$ cat config.mk
export PLATFORM = sky130hd
export DESIGN_NAME = rxp_page_bank
export DESIGN_NICKNAME = d
export VERILOG_FILES = /design/src/verilog/rxp_page_pkg.sv /design/src/verilog/rxp_embed_if.sv /design/src/verilog/rxp_page_bank.sv /design/src/verilog/rxp_embed_unit.sv
export VERILOG_INCLUDE_DIRS = /design/src /design/src/verilog
export SDC_FILE = /design/constraint.sdc
export NUM_CORES = 1
export LEC_CHECK = 0
export BUFFER_PORTS_ARGS = -buffer_cell sky130_fd_sc_hd__buf_2
export CORE_MARGIN = 2
export CORE_UTILIZATION = 50
export DETAILED_ROUTE_END_ITERATION = 8
export PLACE_DENSITY = 0.84
export SETUP_SLACK_MARGIN = 0.5
export SLEW_MARGIN = 0
export SYNTH_ARGS = -nofsm -noshare
export SYNTH_HDL_FRONTEND = slang
export SYNTH_SLANG_ARGS = --single-unit
$ cat constraint.sdc
create_clock -name mclk -period 11.6 [get_ports mclk]
set_clock_uncertainty 0.2 [all_clocks]
set_input_delay 2.32 -clock mclk [delete_from_list [all_inputs] [get_ports mclk]]
set_output_delay 2.32 -clock mclk [all_outputs]
set_load 0.03 [all_outputs]
$ cat src/verilog/rxp_page_cfg.svh
/*
 * Offsets, field positions, reset values and source layout of the receive
 * port paging bank. Assumes it is included once by bare name.
 */
`ifndef RXP_PAGE_CFG_SVH
`define RXP_PAGE_CFG_SVH

`define RXP_ADDR_EMBED_CTL   8'h4B
`define RXP_ADDR_PAGE_SEL    8'h4C
`define RXP_ADDR_STS1        8'h4D
`define RXP_PAGED_LO_A       8'h4D
`define RXP_PAGED_HI_A       8'h7F
`define RXP_PAGED_LO_B       8'hD0
`define RXP_PAGED_HI_B       8'hDF

`define RXP_EMBED_EN_MSB     7
`define RXP_EMBED_EN_LSB     6
`define RXP_EMBED_ID_MSB     5
`define RXP_EMBED_ID_LSB     0
`define RXP_EMBED_CTL_RST    8'h12

`define RXP_PHYS_MSB         7
`define RXP_PHYS_LSB         6
`define RXP_RDPORT_MSB       5
`define RXP_RDPORT_LSB       4
`define RXP_WEN_MSB          3
`define RXP_WEN_LSB          0
`define RXP_STS1_PORT_MSB    7
`define RXP_STS1_PORT_LSB    6

`define RXP_NUM_PORTS        4
`define RXP_NUM_LOCAL        2
`define RXP_NUM_SRC          6
`define RXP_SRC_W            3

`endif

$ cat src/verilog/rxp_page_pkg.sv
/*
 * Types shared by the receive port paging bank. Assumes rxp_page_cfg.svh
 * is on the include path.
 */
package rxp_page_pkg;
  typedef logic [7:0] rxp_byte_type;
  typedef logic [1:0] rxp_port_type;
  typedef logic [5:0] rxp_dtype_type;

  // Page control kept for one access source.
  typedef struct packed {
    rxp_port_type rd_port;
    logic [3:0]   wen;
  } rxp_page_type;
endpackage

$ cat src/verilog/rxp_embed_if.sv
/*
 * Carries register writes and the stored control byte between the paging
 * bank and one per-port embedded type unit. Assumes one clock domain.
 */
`timescale 1ns/1ps
interface rxp_embed_if;
  import rxp_page_pkg::*;
  logic         wr;
  rxp_byte_type wdata;
  rxp_byte_type ctl;

  modport bank (output wr, output wdata, input ctl);
  modport unit (input wr, input wdata, output ctl);
endinterface

$ cat src/verilog/rxp_page_bank.sv
/*
 * Receive port register paging bank: per-source page control, routing of
 * paged reads and broadcast writes, and per-port embedded type units.
 * Assumes all requests and packet strobes come from logic on mclk; the
 * per-port status blocks live outside and present their bytes on
 * pg_rdata_all for the address on pg_raddr.
 */
// Notes on behaviour
// - Embedding types first lines with the 6-bit code, reset 0x12.
// - Count 00 keeps raw; 01-11 embed 1-3 packets; none in packet mode.
// - Only the per-port address ranges and the embedded type byte go through the page settings.
// - Two-bit read port field picks which port block answers paged reads.
// - Read port defaults to 0 locally, to its own port over a channel.
// - Read-only origin field reads 0 locally, carrying port over a channel.
// - Four write enables, bit is port; writes reach every enabled block.
// - Enable 0 blocks writes, 1 allows them, for every paged register.
// - Enables reset to 0 locally; channel sources enable their own port.
// - Each source keeps its own page settings, unseen by the others.
// - First port status register shows the selected read port in 7:6.
`timescale 1ns/1ps
`include "rxp_page_cfg.svh"
module rxp_page_bank
  import rxp_page_pkg::*;
#(
  parameter int NUM_LOCAL = `RXP_NUM_LOCAL
)
(
  input  wire logic                 mclk,
  input  wire logic                 rst,
  input  wire logic                 req_valid,
  input  wire logic [`RXP_SRC_W-1:0] req_src,
  input  wire logic                 req_write,
  input  rxp_byte_type              req_addr,
  input  rxp_byte_type              req_wdata,
  output logic                      rsp_valid,
  output rxp_byte_type              rsp_rdata,
  output rxp_byte_type              pg_raddr,
  input  wire logic [31:0]          pg_rdata_all,
  output logic [3:0]                pg_wr_mask,
  output rxp_byte_type              pg_waddr,
  output rxp_byte_type              pg_wdata,
  input  wire logic [3:0]           frame_start,
  input  wire logic [3:0]           pkt_start,
  input  wire logic [3:0]           csi_mode,
  input  wire logic [23:0]          raw_dtype,
  output logic [23:0]               pkt_dtype
);

  ////////////////////////////////////////////////////////////////////////////

  // Sources below NUM_LOCAL are the local serial ports; the rest are the
  // control channels of receive ports 0 to 3 in order.
  function automatic logic src_is_chan(input logic [`RXP_SRC_W-1:0] s);
    return (32'(s) >= NUM_LOCAL);
  endfunction

  function automatic rxp_port_type src_port(input logic [`RXP_SRC_W-1:0] s);
    if (src_is_chan(s)) begin
      return rxp_port_type'(32'(s) - NUM_LOCAL);
    end
    return 2'h0;
  endfunction

  function automatic logic is_paged(input rxp_byte_type a);
    return ((a >= `RXP_PAGED_LO_A) && (a <= `RXP_PAGED_HI_A))
        || ((a >= `RXP_PAGED_LO_B) && (a <= `RXP_PAGED_HI_B));
  endfunction

  // Reset page of one source: a channel master starts out reading and
  // writing only the port whose link carries it.
  function automatic rxp_page_type page_reset(input int idx);
    rxp_page_type pg;
    pg.rd_port = 2'h0;
    pg.wen     = 4'h0;
    if (idx >= NUM_LOCAL) begin
      pg.rd_port = rxp_port_type'(idx - NUM_LOCAL);
      pg.wen     = 4'(1 << (idx - NUM_LOCAL));
    end
    return pg;
  endfunction

  // Page select readback: origin port, read port, then write enables.
  // The origin field comes from the source code and cannot be written.
  function automatic rxp_byte_type sel_byte(
    input logic [`RXP_SRC_W-1:0] s,
    input rxp_page_type          pg
  );
    rxp_byte_type b;
    b[`RXP_PHYS_MSB:`RXP_PHYS_LSB]     = src_port(s);
    b[`RXP_RDPORT_MSB:`RXP_RDPORT_LSB] = pg.rd_port;
    b[`RXP_WEN_MSB:`RXP_WEN_LSB]       = pg.wen;
    return b;
  endfunction

  ////////////////////////////////////////////////////////////////////////////

  rxp_page_type page_r [`RXP_NUM_SRC];
  rxp_page_type cur;
  rxp_byte_type rd_nxt;
  rxp_byte_type embed_ctl [`RXP_NUM_PORTS];
  logic [3:0]   embed_wr;
  logic         wr_req;
  logic         rd_req;
  logic         src_ok;
  logic         hit_sel;
  logic         hit_embed;
  logic         hit_paged;
  logic         hit_sts1;

  assign wr_req    = req_valid && req_write;
  assign rd_req    = req_valid && !req_write;
  // Codes past the last channel have no copy; they see a local page with
  // every enable clear, so a stray code can never write a port block.
  assign src_ok    = 32'(req_src) < `RXP_NUM_SRC;
  assign cur       = src_ok ? page_r[req_src] : '0;
  assign pg_raddr  = req_addr;
  // Address decode shared by the read mux, the page copies and the writes.
  assign hit_sel   = req_addr == `RXP_ADDR_PAGE_SEL;
  assign hit_embed = req_addr == `RXP_ADDR_EMBED_CTL;
  assign hit_paged = is_paged(req_addr);
  assign hit_sts1  = req_addr == `RXP_ADDR_STS1;
  // The embedded control byte is port specific, so it follows the page too.
  // A host that clears every enable can still read it through its read
  // port, but cannot change it.
  assign embed_wr  = (wr_req && hit_embed) ? cur.wen : 4'h0;

  // One copy per source, so a channel master cannot disturb local paging.
  genvar gs;
  generate
    for (gs = 0; gs < `RXP_NUM_SRC; gs++) begin : g_src
      localparam logic [`RXP_SRC_W-1:0] SRC = `RXP_SRC_W'(gs);
      always_ff @(posedge mclk or posedge rst) begin
        if (rst) begin
          page_r[gs] <= page_reset(gs);
        end else if (wr_req && req_src == SRC && hit_sel) begin
          page_r[gs].rd_port <=
            req_wdata[`RXP_RDPORT_MSB:`RXP_RDPORT_LSB];
          page_r[gs].wen <= req_wdata[`RXP_WEN_MSB:`RXP_WEN_LSB];
        end
      end
    end
  endgenerate

  ////////////////////////////////////////////////////////////////////////////

  // Read mux; unmapped and non-paged addresses outside this bank read zero.
  always_comb begin
    rd_nxt = 8'h00;
    if (hit_sel) begin
      rd_nxt = sel_byte(req_src, cur);
    end else if (hit_embed) begin
      rd_nxt = embed_ctl[cur.rd_port];
    end else if (hit_paged) begin
      rd_nxt = pg_rdata_all[8*cur.rd_port +: 8];
      if (hit_sts1) begin
        rd_nxt[`RXP_STS1_PORT_MSB:`RXP_STS1_PORT_LSB] = cur.rd_port;
      end
    end
  end

  // Every request completes, even a write that no port accepts.
  always_ff @(posedge mclk or posedge rst) begin
    if (rst) begin
      rsp_valid <= 1'b0;
    end else begin
      rsp_valid <= req_valid;
    end
  end

  // Read data holds between reads so a slow host may take it late.
  always_ff @(posedge mclk or posedge rst) begin
    if (rst) begin
      rsp_rdata <= 8'h00;
    end else if (rd_req) begin
      rsp_rdata <= rd_nxt;
    end
  end

  // Broadcast write toward the external per-port blocks.
  always_ff @(posedge mclk or posedge rst) begin
    if (rst) begin
      pg_wr_mask <= 4'h0;
    end else begin
      pg_wr_mask <= (wr_req && hit_paged)
                    ? cur.wen : 4'h0;
    end
  end

  // Address and data stay after the strobe; only the mask marks a write.
  always_ff @(posedge mclk or posedge rst) begin
    if (rst) begin
      pg_waddr <= 8'h00;
      pg_wdata <= 8'h00;
    end else if (wr_req) begin
      pg_waddr <= req_addr;
      pg_wdata <= req_wdata;
    end
  end

  ////////////////////////////////////////////////////////////////////////////

  genvar gp;
  generate
    for (gp = 0; gp < `RXP_NUM_PORTS; gp++) begin : g_port
      rxp_embed_if eif ();
      assign eif.wr      = embed_wr[gp];
      assign eif.wdata   = req_wdata;
      assign embed_ctl[gp] = eif.ctl;
      rxp_embed_unit u_embed (
        .mclk        (mclk),
        .rst         (rst),
        .rif         (eif),
        .frame_start (frame_start[gp]),
        .pkt_start   (pkt_start[gp]),
        .csi_mode    (csi_mode[gp]),
        .raw_dtype   (raw_dtype[6*gp +: 6]),
        .pkt_dtype   (pkt_dtype[6*gp +: 6])
      );
    end
  endgenerate

endmodule

$ cat src/verilog/rxp_embed_unit.sv
/*
 * Per-port embedded type control byte and the data type substitution for
 * the first long packets of each frame. Assumes packet strobes come from
 * logic on mclk.
 */
`timescale 1ns/1ps
`include "rxp_page_cfg.svh"
module rxp_embed_unit
  import rxp_page_pkg::*;
(
  input  wire logic    mclk,
  input  wire logic    rst,
  rxp_embed_if.unit    rif,
  input  wire logic    frame_start,
  input  wire logic    pkt_start,
  input  wire logic    csi_mode,
  input  rxp_dtype_type raw_dtype,
  output rxp_dtype_type pkt_dtype
);
  rxp_byte_type  ctl_r;
  logic [1:0]    cnt_r;
  rxp_dtype_type dtype_r;
  logic [1:0]    line_sel;
  logic          use_embed;

  assign rif.ctl   = ctl_r;
  assign pkt_dtype = dtype_r;
  assign line_sel  = ctl_r[`RXP_EMBED_EN_MSB:`RXP_EMBED_EN_LSB];
  // Packet-formatted input keeps its own data types.
  assign use_embed = (line_sel != 2'h0) && !csi_mode
                     && (cnt_r < line_sel);

  always_ff @(posedge mclk or posedge rst) begin
    if (rst) begin
      ctl_r <= `RXP_EMBED_CTL_RST;
    end else if (rif.wr) begin
      ctl_r <= rif.wdata;
    end
  end

  // Counter saturates at three, the largest line count selectable.
  always_ff @(posedge mclk or posedge rst) begin
    if (rst) begin
      cnt_r <= 2'h0;
    end else if (frame_start) begin
      cnt_r <= 2'h0;
    end else if (pkt_start && cnt_r != 2'h3) begin
      cnt_r <= cnt_r + 2'h1;
    end
  end

  always_ff @(posedge mclk or posedge rst) begin
    if (rst) begin
      dtype_r <= 6'h00;
    end else if (pkt_start) begin
      dtype_r <= use_embed
                 ? ctl_r[`RXP_EMBED_ID_MSB:`RXP_EMBED_ID_LSB]
                 : raw_dtype;
    end
  end
endmodule

* After elaboration in Yosys (flattened, before gate mapping)
Index checks and enable logic that the tools add are counted.
Word-level totals: word-level logic and storage cells 135, register bits after elaboration 129, output and inout port bits 61, bits of input ports 91
Cells by class: shifts and indexed selects 1, order comparisons 12, $add $sub $neg 5, muxes and demuxes 29, bitwise gates (word level) 2, eq/ne operators 12, reduce and logical (&&, ||, !) cells 45
Operators by type and width (count):
- $mux W6 | 7
- $mux W8 | 5
- $shiftx A32 B6 Y8 | 1
- $logic_and A1 B1 Y1 | 30
- $eq A8 B7 Y1 const B | 3
- $mux W2 | 11
- $bmux W6 S3 | 1
- $bmux W8 S2 | 1
- $reduce_bool A2 Y1 | 8
- $add A2 B1 Y2 const B | 4
- $ge A8 B7 Y1 const B | 1
- $ge A8 B8 Y1 const B | 1
- $le A8 B7 Y1 const B | 1
- $le A8 B8 Y1 const B | 1
- $lt A2 B2 Y1 | 4
- $mux W4 | 2
- $ne A2 B2 Y1 const B | 4
- $eq A3 B2 Y1 const B | 2
- $eq A3 B3 Y1 const B | 2
- $logic_not A1 Y1 | 5
- $ge A4 B4 Y1 const B | 1
- $not A3 Y4 | 1
- $eq A3 B1 Y1 const B | 1
- $ge A3 B2 Y1 const B | 1
- 7 further kinds | 8

* Longest topological paths before layout
Gate-level depths: netlist (run 1).
word-level depth 11, depth in mapped cells 9, gate-level depth less buffers 7

* Hierarchy
From an unflattened synthesis (run 1), not the netlist that was laid out.
Unflattened totals: cell total of the unflattened synthesis 663, area, all modules 6981.7 sq um
Modules (own cells, without submodules):
- rxp_page_bank | sequential area each 1636.6 sq um, times used 1, cells each 351, area an instance 3633.5 sq um
- rxp_embed_unit | sequential area each 402.9 sq um, times used 4, cells each 78, area an instance 837.1 sq um

* Worst setup path after synthesis (run 1)
Ideal clock, no wire load.
path type input to output, start in req_addr[0], end out pg_raddr[0], arrival 2465 ps, required time 9080 ps, setup slack 6615 ps, stages 1, path buffers 1, cell sequence buf_4
RTL lines:
- start: declaration | line rxp_page_bank.sv:33 | input rxp_byte_type req_addr,
- end: declaration | line rxp_page_bank.sv:37 | output rxp_byte_type pg_raddr,
No word-level cell between the ends.

* Final worst setup path (run 1)
start in req_addr[0], end out pg_raddr[0]
No word-level cell between the ends.

==> results of run 1 <==
where the power goes:
group / internal (uW) / switching (uW)
Combinational: 50.8 / 99.6
Clock: 365 / 194
Sequential: 473 / 13.5
Total: 889 / 307
area by class of cell:
| type | instances | area [sq um] | area share [%] |
|---|---|---|---|
| inverter | 9 | 36.3 | 0.469 |
| clock buffer | 23 | 498 | 6.44 |
| sequential | 129 | 3250 | 42.0 |
| tap | 172 | 215 | 2.78 |
| multi-input combinational | 348 | 2840 | 36.7 |
| clock inverter | 9 | 128 | 1.65 |
| timing repair buffer | 153 | 771 | 9.97 |
how the worst max path moves through the flow:
| stage | startpoint | to | slack [ns] | cells after the start |
|---|---|---|---|---|
| after detailed placement | req_addr[5] | page_r[30] | 6.22 | 6 |
| after global placement | req_addr[0] | pg_raddr[0] | 6.43 | 2 |
| final | req_addr[0] | pg_raddr[0] | 6.42 | 2 |
| after floorplan | rst | g_port[0].u_embed.cnt_r[0] | 5.67 | 1 |
| after global routing | req_addr[5] | page_r[33] | 6.36 | 6 |
| after CTS | req_addr[0] | pg_raddr[0] | 6.42 | 2 |
cells in the mapped netlist (6+ instances only):
library cell	instances	area, sq um
nand2_1	17	63.8
mux4_2	6	135
o22ai_1	6	37.5
ha_1	8	100
a21oi_1	34	170
dfrtp_1	113	2830
mux2i_1	43	430
buf_4	9	67.6
nor2b_1	8	50.1
clkbuf_1	24	90.1
or3_1	7	43.8
mux2_2	89	1000
dfstp_2	16	420
nand3_1	9	45.0
o21ai_0	15	75.1
inv_1	9	33.8
nor2_1	55	206
sequential cells by signal, summed over array words and instances (netlist names):
name / flops
page_r: 36
pg_wdata: 8
g_port.u_embed.pkt_dtype: 24
pg_waddr: 8
pg_wr_mask: 4
rsp_valid: 1
g_port.u_embed.rif.ctl: 32
rsp_rdata: 8
g_port.u_embed.cnt_r: 8
per-layer routing:
layer	vias up	GRT usage (%)
met1	2418	30.9
met2	261	44.0
li1	2168	-
met5	-	0
met3	48	6.59
met4	0	11.7
cell families (layout without fill, tap and decap cells):
kind of cell | after synthesis | after routing | synth area share, %
flip-flops | 129 | 129 | 51.4
buffers and inverters | 48 | 194 | 3.76
multiplexers | 142 | 142 | 26.3
adder cells (fa/ha/maj) | 8 | 8 | 1.58
AND/OR/NAND/NOR | 111 | 111 | 8.25
XOR/XNOR | 4 | 4 | 0.554
AO/OA/AOI/OAI | 83 | 83 | 8.18
worst register-to-register path, cell delays in order, from the launching register on:
cell and delay (ns):
dfrtp_1 0.39, mux2i_1 0.22, o32ai_1 0.17, nor2_1 0.73
mux4_2 0.61, a22oi_1 0.16, o21ai_0 0.13
metrics by stage:
stage	cells	worst slack, ns	power [uW]	hold slack, ns	area [sq um]
2_1_floorplan	525	5.67	588	0.274	6320
3_3_place_gp	811	6.43	636	0.276	7110
3_5_place_dp	811	6.22	643	0.287	7110
4_1_cts	843	6.42	1200	0.299	7730
5_1_grt	843	6.36	1230	0.315	7730
6_report	843	6.42	1200	0.293	7730
==> impl_metrics.csv, run 1 <==
group,metric,value,unit
cells_and_area,layout_commonest_cell,"buf_2",
routing,drt_wl_total,17100,um
cells_and_area,final_nets,757,
routing,highest_layer,"met4",
critical_path,path_cells,"buf_2, buf_2",
routing,first_pass_iters,5,
synthesis,syn_area,6320,sq um
critical_path,cp-end-kind,"primary output",
die,die_area,13600,sq um
worst_hold_path,holdCritStartpoint,"pg_waddr[4]",
clocking,cts_buffer_depth,2,
critical_path,rr_worst_depth,6,
die,row_count,41,
synthesis,ys_ff_latch,129,
clocking,cts_root_buf,"clkbuf_16",
worst_hold_path,holdPathStages,2,
timing,finalHoldViolations,0,
clocking,htree_levels,4,
timing,finalSetupTns,0,ns
clocking,cts_setup_buffers,0,
critical_path,criticalPathCategory,"in2out",
global_routing,grt_pass1_wl,25900,um
routing,antenna_left,0,
critical_path,r2r_start,"page_r[17]",
timing,period_share,44.7,%
die,initial_utilization,50.7,%
timing,relSlewSlack,34.1,%
cells_and_area,n_fill_cell,949,
critical_path,r2r-end,"rsp_rdata[2]",
placed_design,dp_hpwl,12300,um
clocking,path_clk_slew,0.05,ns
die,pin_count,152,
critical_path,required,9.08,ns
run,maxCapViolCount,0,
synthesis,syn_area_per_cell,12.0,sq um
timing,period_minus_slack,5.18,ns
routing,vias,4895,
clocking,clkLatencyLatePin,0.42,ns
placed_design,port_buffers,151,
global_routing,grt_max_degree,82,
routing,routed_via_density,5.81,
critical_path,slowest_delay,0.21,ns
global_routing,first_global_vias,4940,
synthesis,syn_inst,525,
synthesis,synth_fp_nets,624,
pwr,p_per_area,155,nW/um^2
global_routing,gr-usage-all-layers,25.8,%
die,die_w,116,um
critical_path,critPathTopFamily,"buffers and inverters",
critical_path,cp_slowest_cell,"buf_2",
worst_hold_path,holdPathEnd,"pg_waddr[4]",
clocking,clock_sinks,129,
timing,tightest_slew,0.989,ns
clocking,hold_buffers,0,
cells_and_area,final_core_util,62.0,%
pwr,ir_drop,77.0,uV
pwr,p_leak,0.00384,uW
critical_path,start_kind,"input port",
outcome,status,"completed",
worst_hold_path,min_path_type,"reg2reg",
routing,drt-initial-drc-count,405,
cells_and_area,final_cell_mix,"buf_2, dfrtp_1, mux2_2, nor2_1, mux2i_1",
critical_path,critPathMostFrequentCell,"buf_2",
timing,grt_setup_unrepaired,"false",
routing,wl_met3,1330,um
routing,drt_drc_violations_left,0,
clocking,tritoncts,"yes",
critical_path,worstPathArrival,2.66,ns
synthesis,ys_seq_area_share,51.4,%
timing,setup_viol,0,
placed_design,gp_congestion,1.03,
timing,fmax,193,MHz
synthesis,yosysWarnings,0,
cells_and_area,syn_to_final_growth,22.3,%
global_routing,antenna_found_initial,0,
critical_path,reg2reg_slack,8.86,ns
synthesis,synth_cell_type_count,50,
cells_and_area,drive_gt1_share,44.7,%
routing,met1Wirelength,6640,um
global_routing,grt.overflow.total,0,
die,die_h,116,um
timing,timing.final.max_slew_violations,0,
critical_path,critPathBufInv,2,
cells_and_area,num_antenna_cells,0,
synthesis,synth-edff-count,0,
clocking,cts-buffers-inserted,17,
routing,wl_per_cell,20.3,um
synthesis,synthArstFlopShare,100,%
critical_path,cp_max_fo,6,
die,core-area,12500,sq um
clocking,postCtsResizedCells,0,
routing,met2_length,8570,um
synthesis,synth_top_flop_cell,"dfrtp_1",
No activity file was read; power rests on OpenSTA's default activity.
==> run 2: changes to the inputs <==
--- a/config.mk
+++ b/config.mk
@@ -6,11 +6,12 @@
 export SDC_FILE = /design/constraint.sdc
 export NUM_CORES = 1
 export LEC_CHECK = 0
+export ABC_AREA = 1
 export BUFFER_PORTS_ARGS = -buffer_cell sky130_fd_sc_hd__buf_2
 export CORE_MARGIN = 2
-export CORE_UTILIZATION = 50
+export CORE_UTILIZATION = 49
 export DETAILED_ROUTE_END_ITERATION = 8
-export PLACE_DENSITY = 0.84
+export PLACE_DENSITY = 0.86
 export SETUP_SLACK_MARGIN = 0.5
 export SLEW_MARGIN = 0
 export SYNTH_ARGS = -nofsm -noshare
==> constraint.sdc (replaced) <==
create_clock -name mclk -period 4.4 [get_ports mclk]
set_clock_uncertainty 0.2 [all_clocks]
set_input_delay 0.88 -clock mclk [delete_from_list [all_inputs] [get_ports mclk]]
set_output_delay 0.88 -clock mclk [all_outputs]
set_load 0.03 [all_outputs]
==> impl_metrics.csv, run 2 <==
group,metric,value,unit
outcome,status,"completed",
pwr,power,3250,uW
timing,finalSetupTns,0,ns
timing,period_minus_slack,2.60,ns
critical_path,required,4.52,ns
synthesis,synth_fp_nets,940,
critical_path,cp_max_fo,32,
synthesis,syn_area,6550,sq um
timing,finalHoldViolations,0,
synthesis,synth_top_cell_by_area,"dfrtp_1",
synthesis,syn_area_per_cell,7.79,sq um
die,core-area,13100,sq um
clocking,cts-buffers-inserted,17,
clocking,htree_levels,4,
clocking,cts_buffer_depth,2,
clocking,clkLatencyLatePin,0.42,ns
critical_path,path_cells,"buf_2, inv_2, nand2_1, nand2_1, nand2_1, nand2_1, nand2_2, nand2_1, nand3_1, nand3_1, nand3_1, nand2_1, nand2_1",
timing,timing.final.max_slew_violations,0,
synthesis,ys_ff_latch,129,
cells_and_area,num_antenna_cells,0,
timing,relSlewSlack,34.4,%
timing,grt_setup_unrepaired,"false",
cells_and_area,top_register,"page_r",
synthesis,yosysWarnings,0,
critical_path,slowest_delay,0.42,ns
die,die_area,14300,sq um
die,row_count,42,
cells_and_area,final_cell_mix,"nand2_1, buf_2, o21ai_0, dfrtp_1, inv_1",
cells_and_area,syn_to_final_growth,21.3,%
cells_and_area,final_nets,1071,
pwr,p_per_area,409,nW/um^2
placed_design,port_buffers,151,
clocking,clock_sinks,129,
critical_path,rr_worst_depth,11,
cells_and_area,drive_gt1_share,23.1,%
synthesis,synthTopCellsByArea,"dfrtp_1, nand2_1, o21ai_0, dfstp_2, inv_1",
timing,whs,0.277,ns
clocking,hold_buffers,0,
global_routing,grt_max_degree,55,
routing,drt-initial-drc-count,526,
synthesis,synth_cell_type_count,34,
timing,setup_slack,1.80,ns
critical_path,cp-end-kind,"flip-flop",
worst_hold_path,holdPathStages,2,
timing,setup_viol,0,
critical_path,start_kind,"input port",
die,pin_count,152,
placed_design,dp_hpwl,13300,um
global_routing,antenna_found_initial,0,
critical_path,cp_slowest_cell,"nand2_2",
synthesis,ys_seq_area_share,49.6,%
routing,drt_drc_violations_left,0,
die,die_w,120,um
synthesis,synth-edff-count,0,
cells_and_area,layout_commonest_cell,"nand2_1",
synthesis,yosysMostFrequentCell,"nand2_1",
routing,wl_per_cell,16.3,um
global_routing,grt.overflow.total,0,
clocking,cts_root_buf,"clkbuf_16",
pwr,ir_drop,369,uV
timing,fmax,384,MHz
die,die_h,120,um
clocking,postCtsResizedCells,0,
routing,drt_wl_total,18900,um
routing,antenna_left,0,
routing,first_pass_iters,5,
die,initial_utilization,49.9,%
global_routing,first_global_vias,6042,
global_routing,grt_pass1_wl,30200,um
clocking,path_clk_slew,0.06,ns
routing,vias,6227,
critical_path,worstPathArrival,2.72,ns
synthesis,netlist_top_cells_count,"nand2_1, o21ai_0, dfrtp_1",
pwr,p_leak,0.00412,uW
synthesis,synth_top_flop_cell,"dfrtp_1",
cells_and_area,n_fill_cell,1168,
placed_design,dp.cells,1129,
critical_path,critPathMostFrequentCell,"nand2_1",
global_routing,gr-usage-all-layers,27.5,%
routing,routed_via_density,5.36,
synthesis,synth_top_area_share,43.1,%
cells_and_area,largest_reg_flops,36,
worst_hold_path,min_path_type,"reg2reg",
placed_design,gp_congestion,0.944,
clocking,cts_setup_buffers,0,
synthesis,synthArstFlopShare,100,%
timing,period_share,59.1,%
synthesis,syn_inst,841,
timing,tightest_slew,0.978,ns
placed_design,place_worst_setup_slack,1.42,ns
cells_and_area,stdcell_count,1161,
critical_path,criticalPathCategory,"in2reg",
run,maxCapViolCount,0,
clocking,tritoncts,"yes",
run 2: changes by cell type in the layout (fill, tap and decap cells not counted), sizes merged, moves of 6 or more:
cell / change
nand3: +55
inv: +79
a21oi: -23
mux4: -9
mux2: -90
nor2b: -8
o21ai: +133
mux2i: -43
nand2: +245
or3: -7
o22ai: -6
run 2: where the power goes:
| part | switching [uW] | total (uW) | internal, uW |
|---|---|---|---|
| registers | 34.9 | 1280 | 1250 |
| clock network | 540 | 1540 | 1000 |
| logic | 302 | 429 | 127 |
| total | 877 | 3250 | 2380 |
run 2: per-stage QoR:
step                      area (sq um)  util, %
after floorplan                   6560        -
after global placement            7310     55.6
after detailed placement          7310     55.6
after CTS                         7950     60.5
after global routing              7950     60.5
final                             7950     60.5
run 2: area by class of cell:
type	count	area (sq um)	area share [%]
multi-input cells	577	2680	33.7
clock inverters	14	214	2.69
flip-flops and latches	129	3250	40.9
well taps	176	220	2.77
clock buffers	18	429	5.40
repair buffers	157	813	10.2
inverters	90	344	4.33
run 2: path summary, 6_finish.rpt:
path	start	slack, ns	to
max	req_src[0]	1.80	rsp_rdata[2]
min	g_port[0].u_embed.pkt_dtype[5]	0.28	g_port[0].u_embed.pkt_dtype[5]
max reg2reg	page_r[4]	2.04	rsp_rdata[2]
min reg2reg	g_port[0].u_embed.pkt_dtype[5]	0.28	g_port[0].u_embed.pkt_dtype[5]
max in group asynchronous	rst	2.55	g_port[0].u_embed.rif.ctl[4]
min in group asynchronous	rst	0.47	g_port[1].u_embed.pkt_dtype[5]
run 2: critical path: cells and delay by family:
kind	cells	cell delay (ns)
buffers and inverters	2	0.34
and+or+nand+nor	11	1.50
run 2: kinds of logic after synthesis:
kind of cell | synth area share (%)
AND/OR/NAND/NOR | 25.3
buffers and inverters | 9.55
AO/OA/AOI/OAI | 14.0
flip-flops | 49.6
adder cells (fa/ha/maj) | 1.53
run 2: layer usage:
layer	vias up	global-route usage (%)	share of wire, %
met2	320	45.7	49
met5	-	0	0
met4	0	10.8	2.8
met1	2898	34.5	40
met3	45	7.13	8.4
li1	2964	-	-
==> run 3: changes to the inputs <==
--- a/config.mk
+++ b/config.mk
@@ -6,12 +6,12 @@
 export SDC_FILE = /design/constraint.sdc
 export NUM_CORES = 1
 export LEC_CHECK = 0
-export ABC_AREA = 1
+export ABC_AREA = 0
 export BUFFER_PORTS_ARGS = -buffer_cell sky130_fd_sc_hd__buf_2
 export CORE_MARGIN = 2
-export CORE_UTILIZATION = 49
+export CORE_UTILIZATION = 50
 export DETAILED_ROUTE_END_ITERATION = 8
-export PLACE_DENSITY = 0.86
+export PLACE_DENSITY = 0.84
 export SETUP_SLACK_MARGIN = 0.5
 export SLEW_MARGIN = 0
 export SYNTH_ARGS = -nofsm -noshare
==> constraint.sdc (replaced) <==
create_clock -name mclk -period 2.5 [get_ports mclk]
set_clock_uncertainty 0.2 [all_clocks]
set_input_delay 0.5 -clock mclk [delete_from_list [all_inputs] [get_ports mclk]]
set_output_delay 0.5 -clock mclk [all_outputs]
set_load 0.03 [all_outputs]
==> impl_metrics.csv, run 3 (same netlist as run 1, synthesis figures left out) <==
group,metric,value,unit
outcome,status,"finished, violations left",
outcome,violations,"negative hold slack, negative setup slack",
timing,period_share,108,%
routing,wl_per_cell,24.5,um
routing,drt_drc_violations_left,0,
die,pin_count,152,
cells_and_area,num_antenna_cells,0,
die,row_count,41,
placed_design,dp_hpwl,12700,um
global_routing,grt_max_degree,130,
die,die_area,13600,sq um
cells_and_area,final_cell_mix,"buf_2, dfrtp_1, mux2_4, nor2_1, buf_4",
timing,finalSetupTns,-1.02,ns
clocking,cts_root_buf,"clkbuf_16",
critical_path,required,2.58,ns
cells_and_area,final_nets,820,
timing,period_minus_slack,2.70,ns
clocking,cts-buffers-inserted,17,
global_routing,antenna_found_initial,1,
die,initial_utilization,50.7,%
routing,first_pass_iters,7,
placed_design,port_buffers,151,
cells_and_area,drive_gt1_share,56.5,%
critical_path,r2r_start,"page_r[10]",
pwr,power,5720,uW
critical_path,cp_max_fo,5,
routing,vias,5663,
critical_path,start_kind,"flip-flop",
cells_and_area,stdcell_count,906,
critical_path,criticalPathCategory,"reg2reg",
pwr,p_per_area,637,nW/um^2
timing,finalHoldViolations,5,
critical_path,rr_worst_depth,7,
pwr,p_switching,1600,uW
clocking,cts_buffer_depth,2,
timing,fmax,370,MHz
placed_design,gp_congestion,0.892,
routing,drt_wl_total,22200,um
timing,relSlewSlack,45.9,%
clocking,path_clk_slew,0.06,ns
pwr,ir_drop,422,uV
timing,tightest_slew,0.811,ns
die,core-area,12500,sq um
pwr,seq_power_share,39.6,%
critical_path,reg2reg_slack,-0.20,ns
global_routing,grt_pass1_wl,31200,um
placed_design,place_worst_setup_slack,-0.192,ns
run,maxCapViolCount,0,
cells_and_area,largest_reg_flops,36,
global_routing,gr-usage-all-layers,31.1,%
clocking,clock_sinks,129,
timing,setup_viol,8,
clocking,clkLatencyLatePin,0.43,ns
routing,antenna_left,0,
timing,setup_slack,-0.201,ns
pwr,p_leak,0.00432,uW
placed_design,dp.cells,848,
pwr,p_clk_share,46.5,%
die,die_h,116,um
global_routing,grt.overflow.total,0,
routing,routed_via_density,6.25,
critical_path,cp-end-kind,"flip-flop",
cells_and_area,layout_commonest_cell,"buf_2",
critical_path,worstPathArrival,2.78,ns
cells_and_area,top_register,"page_r",
clocking,tritoncts,"yes",
timing,whs,-0.0247,ns
clocking,htree_levels,4,
pwr,p_int,4120,uW
pwr,combPwrFrac,14.0,%
die,die_w,116,um
timing,timing.final.max_slew_violations,0,
routing,drt-initial-drc-count,757,
global_routing,first_global_vias,5596,
critical_path,r2r-end,"rsp_rdata[0]",
worst_hold_path,min_path_type,"in2async",
pwr,swShare,27.9,%
timing,grt_setup_unrepaired,"true",
cells_and_area,syn_to_final_growth,42.0,%
-- run 3: changes by cell type in the layout (fill, tap and decap cells not counted), sizes merged, moves of 23 or more --
cell / delta
mux2: +90
inv: -75
nand2: -245
mux2i: +43
nand3: -55
o21ai: -133
buf: +58
a21oi: +23
-- run 3: through the flow --
stage / hold slack (ns) / util, % / instance area, sq um
floorplan: 0.274 / - / 6590
global placement: 0.281 / 61.3 / 7640
detailed placement: 0.288 / 61.3 / 7640
CTS: 0.0330 / 69.7 / 8690
global route: 0.0298 / 72.0 / 8980
finish: -0.0247 / 72.0 / 8980
-- run 3: power groups by stage --
| stage | logic, uW | clock network (uW) | registers, uW |
|---|---|---|---|
| after CTS | 762 | 2630 | 2260 |
| final | 799 | 2660 | 2260 |
| after global placement | 702 | 0 | 2280 |
| after detailed placement | 726 | 0 | 2290 |
| after global routing | 850 | 2760 | 2270 |
| after floorplan | 283 | 0 | 2460 |
-- run 3: timing repair --
action / 4_1_cts / 5_1_grt
endpoints found under the setup margin: 82 / 90
setup buffers: 16 / 8
hold buffers: 0 / 0
pin swaps: 20 / 19
gates resized for setup: 58 / 54
gates cloned: 2 / 0
-- run 3: cell type report --
class / count / area [sq um]
Tap cell: 172 / 215
Clock inverter: 13 / 174
Inverter: 9 / 42.5
Fill cell: 747 / 3490
Sequential cell: 129 / 3250
Timing Repair Buffer: 216 / 1430
Multi-Input combinational cell: 348 / 3420
Clock buffer: 19 / 453
-- run 3: how the worst max path moves through the flow --
stage,startpoint,to,slack (ns),cells after the start
floorplan,req_src[0],rsp_rdata[0],-0.21,6
global placement,req_src[0],rsp_rdata[1],-0.1,7
detailed placement,req_src[0],rsp_rdata[0],-0.19,7
CTS,page_r[10],rsp_rdata[1],0.12,7
global route,page_r[10],rsp_rdata[0],-0.27,7
finish,page_r[10],rsp_rdata[0],-0.20,7
-- run 3: per-layer routing --
metal / track usage (%) / up-vias / part of all wire, %
li1: - / 2289 / -
met1: 37.8 / 2767 / 36
met2: 48.2 / 467 / 46
met3: 11.4 / 140 / 12
met4: 17.5 / 0 / 6.1
met5: 0 / - / 0
-- run 3: worst max-delay path, cell delays in order (launching register included) --
cell,delay [ns]
dfrtp_1,0.41
mux2_4,0.29
a222oi_1,0.47
buf_4,0.22
buf_8,0.13
mux4_2,0.57
a22oi_2,0.16
o21ai_1,0.10
